<file path="src/inc/lpc_pkg.sv">
// shared constants, types and register map of the low-power clock control
package lpc_pkg;

    // register byte offsets
    localparam logic [11:0] MODE_OFS = 12'h000;
    localparam logic [11:0] CTRL_OFS = 12'h004;
    localparam logic [11:0] STAT_OFS = 12'h008;

    // mode register fields
    localparam int MODE_LSB = 0;
    localparam int MODE_W = 3;
    // control register fields
    localparam int ADIV_LSB = 0;
    localparam int AOUT_EN_BIT = 2;
    localparam int MOUT_EN_BIT = 3;

    // reset values
    localparam logic [2:0] MODE_RST = 3'h0;
    localparam logic [1:0] ADIV_RST = 2'h0;

    // divider width for the auxiliary pin clock (up to divide by 8)
    localparam int ADIV_CNT_W = 3;

    // operating modes, as written in the mode field
    typedef enum logic [2:0] {
        full_run_mode = 3'h0,
        sleep_level_zero = 3'h1,
        sleep_level_one = 3'h2,
        sleep_level_two = 3'h3,
        sleep_level_three = 3'h4,
        sleep_level_four = 3'h5
    } lpc_mode_e;

    // clock and power enables derived from a mode
    typedef struct packed {
        logic cpu_run;
        logic aux_clk;
        logic sub_main_clk;
        logic main_clk;
        logic fll_reg;
        logic osc_clk;
        logic osc_dc_gen;
        logic xtal_run;
    } lpc_en_s;

    // wake controller states, Gray order along the sleep/wake path
    typedef enum logic [1:0] {
        ST_RUN = 2'b00,
        ST_SLEEP = 2'b01,
        ST_WAKE = 2'b11
    } lpc_state_e;

endpackage

</file>
<file path="src/hdl/lpc_aux_div.sv">
// auxiliary clock divider producing a pin level of aux / 1, 2, 4 or 8
module lpc_aux_div (
    // clock and reset
    input wire logic pclk,
    input wire logic presetn,
    // control
    input wire logic aux_tick,
    input wire logic [1:0] div_sel,
    input wire logic enable,
    // divided level
    output logic div_out
);

    logic [lpc_pkg::ADIV_CNT_W-1:0] cnt_r;

    // free counter advanced on each aux tick; a bit of it is the output
    always_ff @(posedge pclk or negedge presetn) begin
        if (!presetn) begin
            cnt_r <= '0;
        end else if (!enable) begin
            cnt_r <= '0;
        end else if (aux_tick) begin
            cnt_r <= cnt_r + lpc_pkg::ADIV_CNT_W'(1);
        end
    end

    // divide by 1 follows the tick itself; others take counter bits
    always_ff @(posedge pclk or negedge presetn) begin
        if (!presetn) begin
            div_out <= 1'b0;
        end else if (!enable) begin
            div_out <= 1'b0;
        end else begin
            unique case (div_sel)
                2'h0: div_out <= aux_tick;
                2'h1: div_out <= cnt_r[0];
                2'h2: div_out <= cnt_r[1];
                2'h3: div_out <= cnt_r[2];
            endcase
        end
    end

endmodule

</file>
<file path="src/hdl/lpc_top.sv">
// low-power mode selection and clock gating with APB registers

// ==========================================================
// What this block does
// one run mode and five sleep modes
// interrupt wakes, return restores prior sleep
// run mode enables every clock and processor
// level zero: cpu off, clocks and regulation on
// level one: like zero, regulation off
// level two: main, regulation, oscillator off
// level three: also DC generator off
// level four: everything off, crystal stopped
// aux clock to pin divided; main to pin
// mode comes from software-written mode field
module lpc_top (
    // clock and reset
    input wire logic pclk,
    input wire logic presetn,
    // apb slave
    input wire logic psel,
    input wire logic penable,
    input wire logic pwrite,
    input wire logic [11:0] paddr,
    input wire logic [31:0] pwdata,
    output logic [31:0] prdata,
    output logic pready,
    output logic pslverr,
    // processor handshake
    input wire logic irq_pending,
    input wire logic irq_return,
    // auxiliary clock rate from the slow oscillator
    input wire logic aux_tick_pin,
    // gate enables
    output lpc_pkg::lpc_en_s clk_en,
    // pin clocks
    output logic aux_pin_clk,
    output logic main_pin_clk
);

    // ==========================================================
    // state
    lpc_pkg::lpc_mode_e mode_r;
    lpc_pkg::lpc_mode_e saved_r;
    lpc_pkg::lpc_state_e st_r;
    logic [1:0] adiv_r;
    logic aout_en_r;
    logic mout_en_r;
    logic tick_s1_r;
    logic tick_s2_r;
    logic tick_d_r;
    logic aux_tick;
    logic wr_en;
    logic [31:0] rd_nxt;
    lpc_pkg::lpc_en_s en_nxt;

    // decode a mode into its enables
    function automatic lpc_pkg::lpc_en_s mode_enables(
        input lpc_pkg::lpc_mode_e m);
        lpc_pkg::lpc_en_s e;
        e = '0;
        unique case (m)
            // all running
            lpc_pkg::full_run_mode: e = '1;
            // cpu halted only
            lpc_pkg::sleep_level_zero: begin
                e = '1;
                e.cpu_run = 1'b0;
            end
            // regulation also off
            lpc_pkg::sleep_level_one: begin
                e = '1;
                e.cpu_run = 1'b0;
                e.fll_reg = 1'b0;
            end
            // aux, dc generator and crystal kept
            lpc_pkg::sleep_level_two: begin
                e.aux_clk = 1'b1;
                e.osc_dc_gen = 1'b1;
                e.xtal_run = 1'b1;
            end
            // only aux and crystal kept
            lpc_pkg::sleep_level_three: begin
                e.aux_clk = 1'b1;
                e.xtal_run = 1'b1;
            end
            // everything off
            lpc_pkg::sleep_level_four: e = '0;
            default: e = '1;
        endcase
        return e;
    endfunction

    // ==========================================================
    // apb slave, zero wait states
    assign pready = 1'b1;
    assign wr_en = psel && penable && pwrite;

    // unmapped or illegal mode writes report an error
    always_comb begin
        pslverr = 1'b0;
        if (psel && penable) begin
            unique case (paddr)
                lpc_pkg::MODE_OFS:
                    pslverr = pwrite && (pwdata[2:0] > 3'h5);
                lpc_pkg::CTRL_OFS: pslverr = 1'b0;
                lpc_pkg::STAT_OFS: pslverr = pwrite;
                default: pslverr = 1'b1;
            endcase
        end
    end

    // read mux
    always_comb begin
        rd_nxt = '0;
        unique case (paddr)
            lpc_pkg::MODE_OFS: rd_nxt[2:0] = mode_r;
            lpc_pkg::CTRL_OFS: begin
                rd_nxt[1:0] = adiv_r;
                rd_nxt[lpc_pkg::AOUT_EN_BIT] = aout_en_r;
                rd_nxt[lpc_pkg::MOUT_EN_BIT] = mout_en_r;
            end
            lpc_pkg::STAT_OFS: begin
                rd_nxt[1:0] = st_r;
                rd_nxt[6:4] = saved_r;
                rd_nxt[15:8] = clk_en;
            end
            default: rd_nxt = '0;
        endcase
    end

    // read data registered in the setup cycle, valid at access
    always_ff @(posedge pclk or negedge presetn) begin
        if (!presetn) begin
            prdata <= '0;
        end else if (psel && !penable && !pwrite) begin
            prdata <= rd_nxt;
        end
    end

    // control register
    always_ff @(posedge pclk or negedge presetn) begin
        if (!presetn) begin
            adiv_r <= lpc_pkg::ADIV_RST;
            aout_en_r <= 1'b0;
            mout_en_r <= 1'b0;
        end else if (wr_en && paddr == lpc_pkg::CTRL_OFS) begin
            adiv_r <= pwdata[lpc_pkg::ADIV_LSB +: 2];
            aout_en_r <= pwdata[lpc_pkg::AOUT_EN_BIT];
            mout_en_r <= pwdata[lpc_pkg::MOUT_EN_BIT];
        end
    end

    // ==========================================================
    // mode and wake sequencing
    // mode field write; R02 wake and restore
    always_ff @(posedge pclk or negedge presetn) begin
        if (!presetn) begin
            mode_r <= lpc_pkg::full_run_mode;
            saved_r <= lpc_pkg::full_run_mode;
            st_r <= lpc_pkg::ST_RUN;
        end else begin
            unique case (st_r)
                lpc_pkg::ST_RUN: begin
                    if (wr_en && paddr == lpc_pkg::MODE_OFS &&
                        pwdata[2:0] <= 3'h5) begin
                        mode_r <= lpc_pkg::lpc_mode_e'(pwdata[2:0]);
                        if (pwdata[2:0] != 3'h0) begin
                            st_r <= lpc_pkg::ST_SLEEP;
                        end
                    end
                end
                lpc_pkg::ST_SLEEP: begin
                    // a pending interrupt forces full run for service
                    if (irq_pending) begin
                        saved_r <= mode_r;
                        mode_r <= lpc_pkg::full_run_mode;
                        st_r <= lpc_pkg::ST_WAKE;
                    end
                end
                lpc_pkg::ST_WAKE: begin
                    // handler may clear the sleep by writing run mode
                    if (wr_en && paddr == lpc_pkg::MODE_OFS &&
                        pwdata[2:0] == 3'h0) begin
                        saved_r <= lpc_pkg::full_run_mode;
                        st_r <= lpc_pkg::ST_RUN;
                    end else if (irq_return) begin
                        mode_r <= saved_r;
                        st_r <= lpc_pkg::ST_SLEEP;
                    end
                end
                default: st_r <= lpc_pkg::ST_RUN;
            endcase
        end
    end

    // gate enables registered from the mode
    assign en_nxt = mode_enables(mode_r);
    always_ff @(posedge pclk or negedge presetn) begin
        if (!presetn) begin
            clk_en <= '1;
        end else begin
            clk_en <= en_nxt;
        end
    end

    // ==========================================================
    // pin clocks
    // pin tick synchronised; edge taken after the second stage
    always_ff @(posedge pclk or negedge presetn) begin
        if (!presetn) begin
            tick_s1_r <= 1'b0;
            tick_s2_r <= 1'b0;
            tick_d_r <= 1'b0;
        end else begin
            tick_s1_r <= aux_tick_pin;
            tick_s2_r <= tick_s1_r;
            tick_d_r <= tick_s2_r;
        end
    end
    assign aux_tick = tick_s2_r && !tick_d_r;

    // divided aux to pin, stops with the aux clock
    lpc_aux_div u_div (
        .pclk(pclk),
        .presetn(presetn),
        .aux_tick(aux_tick),
        .div_sel(adiv_r),
        .enable(aout_en_r && clk_en.aux_clk),
        .div_out(aux_pin_clk)
    );

    // main clock to pin as a gate level
    always_ff @(posedge pclk or negedge presetn) begin
        if (!presetn) begin
            main_pin_clk <= 1'b0;
        end else begin
            main_pin_clk <= mout_en_r && clk_en.main_clk;
        end
    end

endmodule

</file>
<file path="config.mk">
export PLATFORM = sky130hd
export DESIGN_NAME = lpc_top
export DESIGN_NICKNAME = d
export VERILOG_FILES = /design/src/inc/lpc_pkg.sv /design/src/hdl/lpc_aux_div.sv /design/src/hdl/lpc_top.sv
export SDC_FILE = /design/constraint.sdc
export NUM_CORES = 1
export LEC_CHECK = 0
export ABC_AREA = 1
export BUFFER_PORTS_ARGS = -buffer_cell sky130_fd_sc_hd__buf_2
export CORE_ASPECT_RATIO = 1.25
export CORE_MARGIN = 5
export CORE_UTILIZATION = 25
export DETAILED_ROUTE_END_ITERATION = 16
export SLEW_MARGIN = 20
export SYNTH_ARGS = -nofsm -noshare
export SYNTH_HDL_FRONTEND = slang
export SYNTH_SLANG_ARGS = --single-unit
export TNS_END_PERCENT = 1
</file>
<file path="constraint.sdc">
create_clock -name pclk -period 2.15 [get_ports pclk]
set_clock_uncertainty 0.05 [all_clocks]
set_input_delay 0.1075 -clock pclk [delete_from_list [all_inputs] [get_ports pclk]]
set_output_delay 0.1075 -clock pclk [all_outputs]
set_load 0.05 [all_outputs]
</file>
==> out/metrics.cfg <==
[pwr]
ir_drop_mv=0.505
powerDensity_nw_per_um2=975
p_leak_nw=1.22

[final_layout]
layout-drive-gt1-share=0.288
fin_nets=337
final_core_util=0.302
layout_commonest_cell=nand2_1
final_cell_mix=nand2_1, buf_2, dfrtp_1
area_growth_pct=18.1
diodes=0

[place]
port_buffers=49
hpwl_um=3390
globalplace.congestion=0.882

[global_route]
grt_max_degree=38
grt_first_pass_wirelength_um=7000
grt_overflow_total=0
antenna_found_initial=0
grt_pass1_vias=1504
grt_use_total=0.0879

[timing]
fin_crit_ns=1.51
max_freq_mhz=663
finalHoldViolations=0
rsz0062_at_grt=no
timing.final.crit_share=0.702
final.setup.tns_ns=0
slew_viol_final=0
tightest_slew_ns=0.809
setup_viol=0
slew_headroom=0.461

[cts]
numCtsBuffers=5
path_clk_slew_ns=0.07
cts-root-buf=clkbuf_8
clockBufferDepth=2
insertion_delay_ns=0.29
cts_tree=done
cts_sinks=37
cts_max_level=2

[critical_path]
critPathRequiredTime_ns=1.99
critPathMaxStageDelay_ns=0.25
start_kind=input port
cp_slowest_cell=and3_4
crit_chain=buf_2 -> nor2_2 -> nand2_2 -> nor2_8 -> nand2_2 -> and3_4 -> nand3_1 -> nand2_1 -> buf_2
critical_path_arrival_ns=1.35
critPathBufInv=2
endpoint_kind=output port
cpLargestDelayFamily=simple AND/OR/NAND/NOR gates
path_class=in -> out
r2r_slack_ns=0.79
crit_fanout=12

[floorplanning]
design.die.area_um2=9930
io_pins=96
coreArea_um2=7840
start_util=0.256
die_y_um=110
fp.dieW_um=90.1
rows=36

[logic_synthesis]
ys_ff_latch=37
synth_cells=237
synth_async_sr_flop_share=1.00
seq_area_frac_synth=0.464
synth_edf_count=0
synth_area_per_cell_um2=8.47
synth_ff_type=dfrtp_1
ys_warn_count=0
synth_area_um2=2010
yosysUniqueCellTypes=31

[hold_path]
hold_path_class=in -> reg

[detailed_routing]
vias_per_cell=4.14
vias=1573
routedWlPerCell_um=11.2
drt_wl_total_um=4260
drc=0
drt_iter0_drc=50
dr.pass1.iters=4
drt.antenna.violating_nets=0

[job]
max_cap_viol_count=0

[status]
status=finished, final reports clean

## state kept, by name, summed over array words and instances (netlist names), 2 cells and up
name / count
u_div.cnt_r: 3
prdata: 12
saved_r: 3
mode_r: 3
adiv_r: 2
st_r: 2
clk_en: 5
## per-layer routing
layer / global-route usage / vias to the layer above / share of wire
met2: 0.157 / 44 / 0.51
li1: - / 808 / -
met5: 0 / - / 0
met4: 0.0319 / 0 / 0.020
met3: 0.0339 / 7 / 0.074
met1: 0.0951 / 714 / 0.39
## final timing paths
check	startpoint	endpoint	depth (start not counted)
max in group asynchronous	presetn	u_div.cnt_r[0]	2
setup / recovery	paddr[11]	pslverr	9
min in group asynchronous	presetn	prdata[14]	2
hold reg to reg	tick_s1_r	tick_s2_r	0
hold / removal	irq_return	st_r[1]	4
setup reg to reg	st_r[0]	mode_r[0]	7
## cells by family (layout without fill, tap and decap cells)
kind of cell	Yosys count	after routing	share of synthesized area
compound gates	32	32	0.100
fa+ha+maj	1	1	0.00623
buf+inv	55	87	0.153
flops	37	37	0.464
other cells	2	18	0.00374
simple gates	110	110	0.272
## Yosys cell counts, types with 3 or more instances
cell | instances | area, µm²
nor2_1 | 16 | 60.1
inv_1 | 26 | 97.6
dfrtp_1 | 32 | 801
o21ai_1 | 4 | 20.0
nand2_2 | 6 | 37.5
nand3_1 | 9 | 45.0
a21oi_1 | 5 | 25.0
nor3_1 | 5 | 25.0
o22ai_1 | 3 | 18.8
o21ai_0 | 11 | 55.1
buf_4 | 24 | 180
nand2_1 | 63 | 236
dfstp_2 | 5 | 131
o31ai_1 | 3 | 22.5
## worst reg2reg max path, stage by stage (launching register included)
cell	delay, ns
dfrtp_1	0.49
inv_1	0.13
nand2_1	0.10
inv_1	0.07
a21oi_4	0.23
nand2_2	0.09
nand2_1	0.06
nand2_1	0.04
## metrics by stage
stage               area, µm²  hold WS (ns)  instances  power [mW]  setup WS, ns
detailed placement       2230         0.171        370        1.70         0.624
floorplan                2070        -0.238        253        1.57         0.834
global route             2370        0.0445        380        2.46         0.529
finish                   2370        0.0423        380        2.31         0.641
CTS                      2370        0.0350        380        2.34         0.620
global placement         2230         0.175        370        1.69         0.639
## layout make-up
type | count | area [µm²]
Clock buffer | 6 | 82.6
Clock inverter | 2 | 37.5
Fill cell | 837 | 5470
Inverter | 28 | 105
Multi-Input combinational cell | 161 | 828
Sequential cell | 37 | 932
Tap cell | 95 | 119
Timing Repair Buffer | 51 | 265
## where the power goes
| part | switching [mW] | internal (mW) | total [mW] |
|---|---|---|---|
| logic | 0.569 | 0.191 | 0.760 |
| registers | 0.0961 | 0.828 | 0.924 |
| clock network | 0.250 | 0.377 | 0.627 |
## what timing repair did
item | 4_1_cts | 5_1_grt
buffers inserted | 0 | 0
hold buffers | 2 | 0
gates resized for setup | 0 | 0
endpoints found under the hold margin | 33 | 0
No activity file was read; power rests on OpenSTA's default activity.
